$ cat config.mk
export PLATFORM = sky130hd
export DESIGN_NAME = temp_conversion_sequencer
export DESIGN_NICKNAME = d
export VERILOG_FILES = /design/src/chan_picker.v /design/src/step_timer.v /design/src/temp_conversion_sequencer.v
export VERILOG_INCLUDE_DIRS = /design/src
export SDC_FILE = /design/constraint.sdc
export NUM_CORES = 1
export LEC_CHECK = 0
export BUFFER_PORTS_ARGS = -buffer_cell sky130_fd_sc_hd__buf_2
export CORE_AREA = 4 4 82 161
export CTS_CLUSTER_DIAMETER = 40
export DETAILED_ROUTE_END_ITERATION = 8
export DIE_AREA = 0 0 86 165
export HOLD_SLACK_MARGIN = 0.05
export PLACE_DENSITY = 0.54
export SLEW_MARGIN = 15
export SYNTH_ARGS = -nofsm -noshare
export SYNTH_HDL_FRONTEND = slang
export SYNTH_SLANG_ARGS = --single-unit
$ cat constraint.sdc
create_clock -name clk_i -period 5.95 [get_ports clk_i]
set_input_delay 0.595 -clock clk_i [delete_from_list [all_inputs] [get_ports clk_i]]
set_output_delay 0.595 -clock clk_i [all_outputs]
set_load 0.02 [all_outputs]
$ cat src/temp_seq_consts.vh
// constants for the temperature conversion sequencer: register pointers,
// field positions, reset values and timing counts.
// assumes a 125 MHz core clock and a byte-wide register port fed by a serial slave.
//
// Behaviour
// - halt_request_bit at config1 bit 6 clear: convert continuously at programmed rate
// - halt bit set: finish running sequence, then stop converting and enter shutdown
// - clearing the halt bit leaves shutdown and resumes continuous conversions
// - config1 bit 2 selects standard or extended temperature range
// - config1 at pointer 09h is read/write and resets to 00h
// - status at 08h is read-only; bit 7 is busy, other bits zero
// - after reset the first conversion starts so busy rises within 100 us
// - in shutdown a one-shot write to 0Fh runs one sequence, then shutdown
// - data byte of a one-shot write is discarded and stored nowhere
// - a one-shot write during a conversion is ignored
// - series_res_corr_en in config2 at 0Ah enables resistance correction on remotes
// - with correction off each remote conversion takes about half the time; local is unchanged
// - config2 bit 3 local_chan_en enables the local channel
// - config2 bit 4 enables remote channel 1
// - config2 bit 5 remote2_chan_en exists only on the dual variant
// - order local, remote 1, remote 2, idle delay, repeat; disabled channels skipped
// - config2 resets to 1Ch single or 3Ch dual; bits 7,6,1,0 read zero
// - rate register at 0Bh sets only idle time, never conversion length
// - one-shot write during idle starts a new sequence at once
// - 3-bit rate code: 0.0625 per second doubling to 8; resets to 07h
// - a write with ptr_wr_i loads the pointer; reads return the pointed register
`ifndef TEMP_SEQ_CONSTS_VH
`define TEMP_SEQ_CONSTS_VH

// ==========================================================
// register pointers
`define PTR_STATUS        8'h08
`define PTR_CFG1          8'h09
`define PTR_CFG2          8'h0a
`define PTR_RATE          8'h0b
`define PTR_ONESHOT       8'h0f
`define PTR_RESET         8'h00

// ==========================================================
// field positions
`define CFG1_HALT_BIT     6
`define CFG1_RANGE_BIT    2
`define CFG1_MASK         8'h44
`define CFG2_SRC_BIT      2
`define CFG2_LOCAL_BIT    3
`define CFG2_REM1_BIT     4
`define CFG2_REM2_BIT     5
`define CFG2_MASK_SINGLE  8'h1c
`define CFG2_MASK_DUAL    8'h3c
`define STATUS_BUSY_BIT   7
`define RATE_MASK         8'h07

// ==========================================================
// reset values
`define CFG1_RST          8'h00
`define CFG2_RST_SINGLE   8'h1c
`define CFG2_RST_DUAL     8'h3c
`define RATE_RST          8'h07
`define BYTE_ZERO         8'h00

// ==========================================================
// timing: clock 125 MHz; slowest idle is 16 s (0.0625 per second)
`define CLK_HZ            125000000
`define POWERUP_MAX_US    100
`define POWERUP_CYC       ((`POWERUP_MAX_US * (`CLK_HZ / 1000000)))
`define CONV_CYC_DEF      2500000
`define PERIOD_8HZ_CYC    (`CLK_HZ / 8)
`define CNT_W             32
`define RATE_MAX_CODE     3'h7

`endif

$ cat src/chan_picker.v
// picks the next enabled channel at or after a given slot.
// assumes a three-slot sequence: local, remote 1, remote 2; slot code 3 means none left.
`timescale 1ns/1ps
`default_nettype none
module chan_picker (
  input  wire [1:0] from_i,
  input  wire [2:0] en_i,
  output reg  [1:0] next_o
);
  // skip disabled channels in fixed order
  always @* begin
    next_o = 2'h3;
    if (from_i == 2'h0 && en_i[0]) begin
      next_o = 2'h0;
    end else if (from_i <= 2'h1 && en_i[1]) begin
      next_o = 2'h1;
    end else if (from_i <= 2'h2 && en_i[2]) begin
      next_o = 2'h2;
    end
  end
endmodule
`default_nettype wire

$ cat src/step_timer.v
// down-counter used for conversion steps and idle delay.
// assumes load and count come from the same clock domain; clock enable freezes it.
`timescale 1ns/1ps
`default_nettype none
`include "temp_seq_consts.vh"
module step_timer (
  input  wire                clk_i,
  input  wire                rst_i,
  input  wire                ce_i,
  input  wire                load_i,
  input  wire [`CNT_W-1:0]   value_i,
  output wire                done_o
);
  reg [`CNT_W-1:0] cnt_q;
  always @(posedge clk_i or posedge rst_i) begin
    if (rst_i) begin
      cnt_q <= {`CNT_W{1'b0}};
    end else if (ce_i) begin
      if (load_i) begin
        cnt_q <= value_i;
      end else if (cnt_q != {`CNT_W{1'b0}}) begin
        cnt_q <= cnt_q - {{(`CNT_W-1){1'b0}}, 1'b1};
      end
    end
  end
  assign done_o = (cnt_q == {`CNT_W{1'b0}});
endmodule
`default_nettype wire

$ cat src/temp_conversion_sequencer.v
// conversion sequencer with its register set behind a byte-wide pointer port.
// assumes a serial slave on the same clock presents whole bytes: wr_i with
// ptr_wr_i says the byte is a pointer, otherwise data for the pointed register.
`timescale 1ns/1ps
`default_nettype none
`include "temp_seq_consts.vh"
module temp_conversion_sequencer #(
  parameter DUAL_REMOTE = 1,
  parameter CONV_CYC    = `CONV_CYC_DEF,
  parameter IDLE_BASE   = `PERIOD_8HZ_CYC
) (
  input  wire       clk_i,
  input  wire       rst_i,
  input  wire       ce_i,
  input  wire       wr_i,
  input  wire       ptr_wr_i,
  input  wire [7:0] wdata_i,
  input  wire       rd_i,
  output reg  [7:0] rdata_o,
  output reg        busy_o,
  output reg        halted_o,
  output reg        range_ext_o,
  output reg  [1:0] chan_o,
  output reg        conv_start_o,
  output reg        src_en_o
);

  // ==========================================================
  // states
  localparam [2:0] ST_START = 3'h0;
  localparam [2:0] ST_CONV  = 3'h1;
  localparam [2:0] ST_NEXT  = 3'h2;
  localparam [2:0] ST_IDLE  = 3'h3;
  localparam [2:0] ST_HALT  = 3'h4;

  localparam [7:0] CFG2_MASK = DUAL_REMOTE ? `CFG2_MASK_DUAL : `CFG2_MASK_SINGLE;
  localparam [7:0] CFG2_RST  = DUAL_REMOTE ? `CFG2_RST_DUAL : `CFG2_RST_SINGLE;
  localparam [`CNT_W-1:0] CONV_FULL = CONV_CYC;
  localparam [`CNT_W-1:0] CONV_HALF = CONV_CYC / 2;

  function is_ptr;
    input [7:0] p;
    input [7:0] a;
    begin
      is_ptr = (p == a);
    end
  endfunction

  // ==========================================================
  // registers
  reg [7:0] ptr_q;
  reg [7:0] cfg1_q;
  reg [7:0] cfg2_q;
  reg [7:0] rate_q;
  reg [2:0] state_q;
  reg [2:0] state_d;
  reg [1:0] slot_q;
  reg [1:0] slot_d;
  reg       oneshot_q;
  reg       oneshot_d;
  reg       load;
  reg [`CNT_W-1:0] load_val;
  wire      tmr_done;
  wire [1:0] pick;
  reg [1:0] pick_from;

  wire data_wr  = wr_i && !ptr_wr_i;
  wire halt_bit = cfg1_q[`CFG1_HALT_BIT];
  wire [2:0] chan_en = {cfg2_q[`CFG2_REM2_BIT], cfg2_q[`CFG2_REM1_BIT], cfg2_q[`CFG2_LOCAL_BIT]};
  // one-shot only honoured outside a conversion step
  wire oneshot_hit = data_wr && is_ptr(ptr_q, `PTR_ONESHOT)
                     && (state_q == ST_IDLE || state_q == ST_HALT);

  // idle after a sequence: 8 Hz period shifted up by (7 - code)
  wire [2:0] rate_code = rate_q[2:0];
  wire [2:0] rate_shift = `RATE_MAX_CODE - rate_code;
  wire [`CNT_W-1:0] idle_cyc = IDLE_BASE << rate_shift;

  always @(posedge clk_i or posedge rst_i) begin
    if (rst_i) begin
      ptr_q  <= `PTR_RESET;
      cfg1_q <= `CFG1_RST;
      cfg2_q <= CFG2_RST;
      rate_q <= `RATE_RST;
    end else if (ce_i) begin
      if (wr_i && ptr_wr_i) begin
        ptr_q <= wdata_i;
      end
      if (data_wr) begin
        if (is_ptr(ptr_q, `PTR_CFG1)) begin
          cfg1_q <= wdata_i & `CFG1_MASK;
        end
        if (is_ptr(ptr_q, `PTR_CFG2)) begin
          cfg2_q <= wdata_i & CFG2_MASK;
        end
        if (is_ptr(ptr_q, `PTR_RATE)) begin
          rate_q <= wdata_i & `RATE_MASK;
        end
        // one-shot data byte is dropped on purpose
      end
    end
  end

  // ==========================================================
  // sequencer
  chan_picker u_pick (
    .from_i (pick_from),
    .en_i   (chan_en),
    .next_o (pick)
  );

  step_timer u_tmr (
    .clk_i   (clk_i),
    .rst_i   (rst_i),
    .ce_i    (ce_i),
    .load_i  (load),
    .value_i (load_val),
    .done_o  (tmr_done)
  );

  // remotes take half as long without correction; local is unaffected
  wire [`CNT_W-1:0] step_len = (pick != 2'h0 && !cfg2_q[`CFG2_SRC_BIT]) ? CONV_HALF : CONV_FULL;

  always @* begin
    state_d   = state_q;
    slot_d    = slot_q;
    oneshot_d = oneshot_q;
    load      = 1'b0;
    load_val  = step_len;
    pick_from = 2'h0;
    case (state_q)
      ST_START: begin
        pick_from = 2'h0;
        if (pick == 2'h3) begin
          // nothing enabled: go straight to the end of the sequence
          state_d = ST_NEXT;
        end else begin
          slot_d  = pick;
          load    = 1'b1;
          state_d = ST_CONV;
        end
      end
      ST_CONV: begin
        pick_from = slot_q + 2'h1;
        if (tmr_done) begin
          if (pick == 2'h3) begin
            state_d = ST_NEXT;
          end else begin
            slot_d  = pick;
            load    = 1'b1;
          end
        end
      end
      ST_NEXT: begin
        // sequence finished: halt wins over the rate delay
        if (halt_bit || oneshot_q) begin
          oneshot_d = 1'b0;
          state_d   = ST_HALT;
        end else begin
          load     = 1'b1;
          load_val = idle_cyc;
          state_d  = ST_IDLE;
        end
      end
      ST_IDLE: begin
        if (oneshot_hit) begin
          state_d = ST_START;
        end else if (halt_bit) begin
          state_d = ST_HALT;
        end else if (tmr_done) begin
          state_d = ST_START;
        end
      end
      ST_HALT: begin
        if (!halt_bit) begin
          state_d = ST_START;
        end else if (oneshot_hit) begin
          oneshot_d = 1'b1;
          state_d   = ST_START;
        end
      end
      default: begin
        state_d = ST_START;
      end
    endcase
  end

  always @(posedge clk_i or posedge rst_i) begin
    if (rst_i) begin
      state_q   <= ST_START;
      slot_q    <= 2'h0;
      oneshot_q <= 1'b0;
    end else if (ce_i) begin
      state_q   <= state_d;
      slot_q    <= slot_d;
      oneshot_q <= oneshot_d;
    end
  end

  // ==========================================================
  // registered outputs and read port
  wire busy_d = (state_d == ST_CONV);

  always @(posedge clk_i or posedge rst_i) begin
    if (rst_i) begin
      rdata_o      <= `BYTE_ZERO;
      busy_o       <= 1'b0;
      halted_o     <= 1'b0;
      range_ext_o  <= 1'b0;
      chan_o       <= 2'h0;
      conv_start_o <= 1'b0;
      src_en_o     <= 1'b0;
    end else if (ce_i) begin
      busy_o       <= busy_d;
      halted_o     <= (state_d == ST_HALT);
      range_ext_o  <= cfg1_q[`CFG1_RANGE_BIT];
      chan_o       <= slot_d;
      conv_start_o <= load && (state_d == ST_CONV);
      src_en_o     <= cfg2_q[`CFG2_SRC_BIT];
      if (rd_i) begin
        if (is_ptr(ptr_q, `PTR_STATUS)) begin
          rdata_o <= {busy_o, 7'h00};
        end else if (is_ptr(ptr_q, `PTR_CFG1)) begin
          rdata_o <= cfg1_q;
        end else if (is_ptr(ptr_q, `PTR_CFG2)) begin
          rdata_o <= cfg2_q;
        end else if (is_ptr(ptr_q, `PTR_RATE)) begin
          rdata_o <= rate_q;
        end else begin
          rdata_o <= `BYTE_ZERO;
        end
      end
    end
  end

endmodule
`default_nettype wire

After elaboration in Yosys (flattened, before gate mapping)
Cells that the tools add are included.
- add/sub/neg operators: 3
- order comparisons: 2
- equal/unequal tests: 16
- shift operators: 1
- mux-type cells: 34
- reduce and logical (&&, ||, !) cells: 29
- operator list (cell ; number):
    two-way mux 32 bit ; 4
    == test 8 x 4 -> 1 bit, second input constant ; 5
    zero test 32 bit ; 1
    nonzero test 32 bit ; 1
    left shift 24 x 3 -> 32 bit, first input constant ; 1
    subtractor 32 x 1 -> 32 bit, second input constant ; 1
    two-way mux 3 bit ; 9
    two-way mux 22 bit ; 1
    case mux 3 bit (5 select lines) ; 1
    two-way mux 2 bit ; 6
    AND reduction 3 bit ; 4
    logical AND 1 bit ; 9
    two-way mux 8 bit ; 1
    inequality test 2 bit, second input constant ; 4
    nonzero test 2 bit ; 4
    two-way mux 1 bit ; 7
    two-way mux 7 bit ; 1
    == test 3 x 1 -> 1 bit, second input constant ; 2
    == test 3 x 2 -> 1 bit, second input constant ; 2
    == test 3 bit, second input constant ; 2
    two-way mux 6 bit ; 1
    AND reduction 2 bit ; 3
    AND reduction 5 bit ; 1
    case mux 2 bit (2 select lines) ; 1
    other kinds (11) ; 13
- register bits after elaboration: 68
- bits of input ports: 14
- output and inout bits: 15

Depth between registers and ports, before layout
- depth in word-level cells: 13
- gate-level depth with buffers: 11
- mapped depth without buffers: 8

By module
Synthesis repeated with hierarchy kept, for this count alone.
- cells, all modules: 486
- area total of the unflattened synthesis: 4355.4 um^2
- by module, submodules not included (module ; instances ; cells an instance ; area each (um^2)):
    step_timer ; 1 ; 273 ; 2307.2
    temp_conversion_sequencer ; 1 ; 208 ; 2005.7
    chan_picker ; 1 ; 5 ; 42.5

Least setup slack after synthesis
OpenSTA, ideal clock, no wires.
- path kind: register -> register
- from: reg u_tmr.cnt_q[0]
- to: reg u_tmr.cnt_q[16]
- setup time: 0.122 ns
- arrival time: 2.244 ns
- data required time: 5.828 ns
- slack: 3.584 ns
- cell stages (with the launch flop): 10
- buffers on the path: 2
- period minus slack after synthesis: 2.366 ns
- cells stage by stage: dfrtp_1 > inv_1 > ha_1 > nor3b_4 > nand4_1 > or3_1 > buf_2 > o31a_4 > buf_6 > a32o_1
- longest elaborated chain between the ends: 5
- elaborated cells on any way between the ends: 9
- ends and longest elaborated chain (item ; line ; source):
    start: declaration ; step_timer.v:14 ; reg [`CNT_W-1:0] cnt_q;
    start signal: assignment ; step_timer.v:17 ; cnt_q <= {`CNT_W{1'b0}};
    start signal: assignment ; step_timer.v:20 ; cnt_q <= value_i;
    start signal: assignment ; step_timer.v:22 ; cnt_q <= cnt_q - {{(`CNT_W-1){1'b0}}, 1'b1};
    branches (longest 5 deep; another with subtractor 32 x 1 -> 32 bit) ; - ;
Several ways; the timed one is not identified. The select of a mux whose other input is x is not followed.
A chain may end at the register's enable or synchronous reset.

Worst setup path after layout
- from: reg state_q[2]
- to: reg u_tmr.cnt_q[21]
- longest elaborated chain between the ends: 13
- elaborated cells on any way between the ends: 25
- ends and longest elaborated chain (item ; line ; source):
    start: declaration ; temp_conversion_sequencer.v:55 ; reg [2:0] state_q;
    start signal: assignment ; temp_conversion_sequencer.v:194 ; state_q <= state_d;
    == test 3 x 1 -> 1 bit ; temp_conversion_sequencer.v:131 ; case (state_q)
    two-way mux 2 bit ; temp_conversion_sequencer.v:131 ;
    <= comparator 2 bit ; chan_picker.v:17 ; end else if (from_i <= 2'h2 && en_i[2]) begin
    logical AND 1 bit ; chan_picker.v:17 ;
    two-way mux 1 bit ; chan_picker.v:17 ;
    two-way mux 2 bit ; chan_picker.v:15 ; end else if (from_i <= 2'h1 && en_i[1]) begin
    two-way mux 2 bit ; chan_picker.v:13 ; if (from_i == 2'h0 && en_i[0]) begin
    == test 2 bit or nonzero test 2 bit (tied branches) ; temp_conversion_sequencer.v:134, temp_conversion_sequencer.v:146, temp_conversion_sequencer.v:122 ;
    two-way mux 1 bit or logical AND 1 bit (tied branches) ; temp_conversion_sequencer.v:134, temp_conversion_sequencer.v:146, temp_conversion_sequencer.v:122 ;
    two-way mux 1 bit or two-way mux 22 bit (tied branches) ; temp_conversion_sequencer.v:145, temp_conversion_sequencer.v:122 ;
    case mux 1 bit (3 select lines) or two-way mux 32 bit (tied branches) ; temp_conversion_sequencer.v:131, temp_conversion_sequencer.v:156 ;
    nonzero test 2 bit (no source line) or two-way mux 32 bit (tied branches) ; - ;
    AND reduction 2 bit (no source line) or two-way mux 32 bit (tied branches) ; - ;
Several ways; a longest one is shown, not always the timed one.

==> summary.md <==
| Metric | Value |
|---|---|
| Status | `finished clean` |
| CTS Hold Bufs | `0` |
| Worst slew margin | `0.290` |
| First-pass GRT wire length | `20,500 µm` |
| Worst setup SP type | `register` |
| Syn_nets | `484` |
| Sequential fraction of the synthesis area | `0.406` |
| CTS HTree Levels | `3` |
| Fill count | `1,195` |
| WP data arrival | `3.53 ns` |
| Synth async-reset ratio | `1.00` |
| Minimum clock period | `3.32 ns` |
| Clk root buf | `clkbuf_16` |
| Post-synth EDFFs | `0` |
| Area of placed instances | `4460 µm²` |
| Dpl ws | `2.59 ns` |
| Area growth, synth to finish | `14.3%` |
| Slew @ Worst Pin | `1.06 ns` |
| Netlist cell types | `74` |
| Routability cong. | `0.956` |
| Vias in the first global route | `3,779` |
| Die H | `165 µm` |
| Starting Density | `0.350` |
| Hold WS | `0.477 ns` |
| Post-DP HPWL | `9840 µm` |
| Postcts setup bufs | `0` |
| Worst flop-to-flop path startpoint | `state_q[2]` |
| Layout cells sized above 1 | `0.200` |
| Post-Synthesis Cells | `463` |
| GRT met2 Usage | `0.380` |
| Gates resized, CTS repair | `0` |
| Post-synth top cells | `dfrtp_1 (61), nand2_1 (50), nor2_1 (37)` |
| Port bufs | `28` |
| Vias per cell | `5.93` |
| Period utilization | `0.557` |
| Share of the synthesized area in the top cell type | `0.362` |
| Critical path cell sequence | `nand2b_1 > or4_1 > o21ai_1 > a21o_1 > o21ai_0 > a211o_1` |
| WL/cell | `20.5 µm` |
| Final Slew Violations | `0` |
| Final Hold Fails | `0` |
| Mapped Area | `4210 µm²` |
| Sequential power share | `0.426` |
| CTS tree | `yes` |
| Worst Reg-to-Reg Cells | `6` |
| GRT met3 Usage | `0.0290` |
| Area leader, netlist | `dfrtp_1` |
| CP bufs+invs | `0` |
| CP max-delay cell | `a21o_1` |
| Hold Crit Class | `register to register` |
| Busiest metal layer after global routing | `met2` |
| Min-delay src | `rdata_o[0]` |
| Leak | `0.00199 µW` |
| Most frequent cell after synthesis | `dfrtp_1` |
| #FFs+latches synth | `68` |
| Layout Cell Area excl Fill | `4820 µm²` |
| Die extent in x | `86 µm` |
| Crit-path leading delay family | `compound AO/OA/AOI/OAI gates` |
| DIE AREA | `14,200 µm²` |
| Antenna diodes | `0` |
| Core ar. | `12,100 µm²` |
| Post-route worst setup slack | `2.63 ns` |
| P_sw | `597 µW` |
| Type of the worst setup path | `register to register` |
| Area contributors post-synth | `dfrtp_1 (36%), mux2_2 (5.3%), nand2_1 (4.5%), dfstp_2 (4.4%), a21oi_1 (4.2%)` |
| Worst hold endpoint | `rdata_o[0]` |
| Clock sinks | `68` |
| Final core utilization | `0.400` |
| Synth warn | `0` |
| RSZ-0062 raised after global routing | `false` |
| DRC | `0` |
| FF-to-FF setup slack | `2.63 ns` |
| Remaining antenna violation count | `0` |
| GR Util met1 | `0.181` |
| Largest stage delay, worst path | `0.79 ns` |
| Pwr/cell area | `366 nW/µm²` |
| Fin nets | `506` |
| Detailed-route via count | `3,779` |
| Prevailing post-synth register cell | `dfrtp_1` |
| Detailed router's first-iteration violation count | `282` |
| Sw frac | `0.339` |
| # rows | `57` |
| Longest Clk Path Bufs | `2` |
| Comb power frac | `0.223` |
| Maximum clock rate | `302 MHz` |
| Worst Clk Skew | `0.00547 ns` |
| Max Cap Viol | `0` |
| Num ports | `29` |
| Hold path cells | `2` |
| Overall Global Routing Usage | `0.191` |
| Final setup fails | `0` |
| Grt total ovfl | `0` |
| Clk slew on worst S/H paths | `0.06 ns` |
| Internal power | `1170 µW` |
| CP max FO | `26` |
| Crit. End Element | `register` |
| Clk pwr share | `0.351` |
| Insertion delay to the later sink of the worst-skew pair | `0.34 ns` |
| WP data required | `6.17 ns` |
| Peak supply drop | `0.245 mV` |
| TritonRoute pass-1 iters | `7` |
| Mapped Avg Cell Area | `9.10 µm²` |
| Final wirelength | `13,100 µm` |
| Largest net degree at the start of global routing | `69` |
| Reg-to-reg endpoint | `u_tmr.cnt_q[21]` |
| CTS Buf Count | `9` |
| Initial antenna violation count | `0` |
| Setup TNS | `0 ns` |
-- flip-flops by register name (all words and copies together) (netlist names) --
name and cells:
src_en_o 1, rdata_o 8, chan_o 2, oneshot_q 1
ptr_q 8, busy_o 1, rate_q 3, u_tmr.cnt_q 32
cfg2_q 4, conv_start_o 1, state_q 3, halted_o 1
range_ext_o 1, cfg1_q 2
-- cell type report --
cell class | count | area (µm²) | area share
Clock buffer | 10 | 229 | 0.0475
Clock inverter | 6 | 113 | 0.0234
Inverter | 19 | 71.3 | 0.0148
Multi-Input combinational cell | 354 | 2320 | 0.483
Sequential cell | 68 | 1710 | 0.355
Tap cell | 147 | 184 | 0.0382
Timing Repair Buffer | 33 | 185 | 0.0384
-- per-layer routing --
layer | vias to the layer above | share of wire
met3 | 34 | 0.028
met4 | 0 | 0.043
met2 | 105 | 0.59
met5 | - | 0
met1 | 1879 | 0.34
li1 | 1761 | -
-- how the worst max path moves through the flow --
stage | startpoint | end | slack (ns) | depth (start not counted)
final | state_q[2] | u_tmr.cnt_q[21] | 2.63 | 6
after global routing | state_q[2] | u_tmr.cnt_q[21] | 2.46 | 6
after floorplan | u_tmr.cnt_q[0] | u_tmr.cnt_q[16] | 3.58 | 9
after detailed placement | u_tmr.cnt_q[0] | u_tmr.cnt_q[5] | 2.59 | 8
after global placement | u_tmr.cnt_q[0] | u_tmr.cnt_q[27] | 2.62 | 8
after CTS | u_tmr.cnt_q[0] | u_tmr.cnt_q[27] | 2.54 | 8
-- power by group through the flow --
stage	logic (µW)	registers, µW	clock network [µW]
final	393	752	619
after global routing	435	768	647
after CTS	393	748	629
after floorplan	299	710	0
after detailed placement	392	755	0
after global placement	387	751	0
-- cells by family after synthesis --
family          Yosys count  synth area share
buf+inv                  41            0.0460
simple gates            174             0.224
compound gates          143             0.227
fa+ha+maj                 7            0.0208
flops                    68             0.406
xor+xnor                  2           0.00416
mux                      28            0.0724
-- cells in the final DEF, fill, tap and decap left out, drive strengths merged, types with 3 or more instances in the layout --
cell     synthesis  routed
nor2b            3       3
inv             18      18
o31ai            4       4
ha               7       7
buf             11      33
mux2i            8       8
o21a             4       4
dfstp            7       7
a21o             3       3
nand2           50      50
dfrtp           61      61
a21oi           36      36
a31oi            9       9
clkbuf          11      10
o32a             6       6
mux2            20      20
nor3            26      26
a21boi           5       5
a22o             4       4
o21ai           36      36
clkinv           1       4
nor2            37      37
or2              5       5
nand3           17      17
nor4            10      10
or3              4       4
o2bb2ai          5       5
o22ai            4       4
bufinv           0       3
nand2b           5       5
nand4            3       3
nor3b            3       3
or4              3       3
-- worst min-delay path, stage by stage (launching register included) --
cell     delay, ns
dfrtp_1       0.34
nand2_1       0.05
o21ai_0       0.06
-- per-stage QoR --
step | total power (µW) | std cells
after CTS | 1770 | 636
after global placement | 1140 | 620
final | 1760 | 637
after detailed placement | 1150 | 620
after global routing | 1850 | 637
after floorplan | 1010 | 463
No activity file was read; power rests on OpenSTA's default activity.
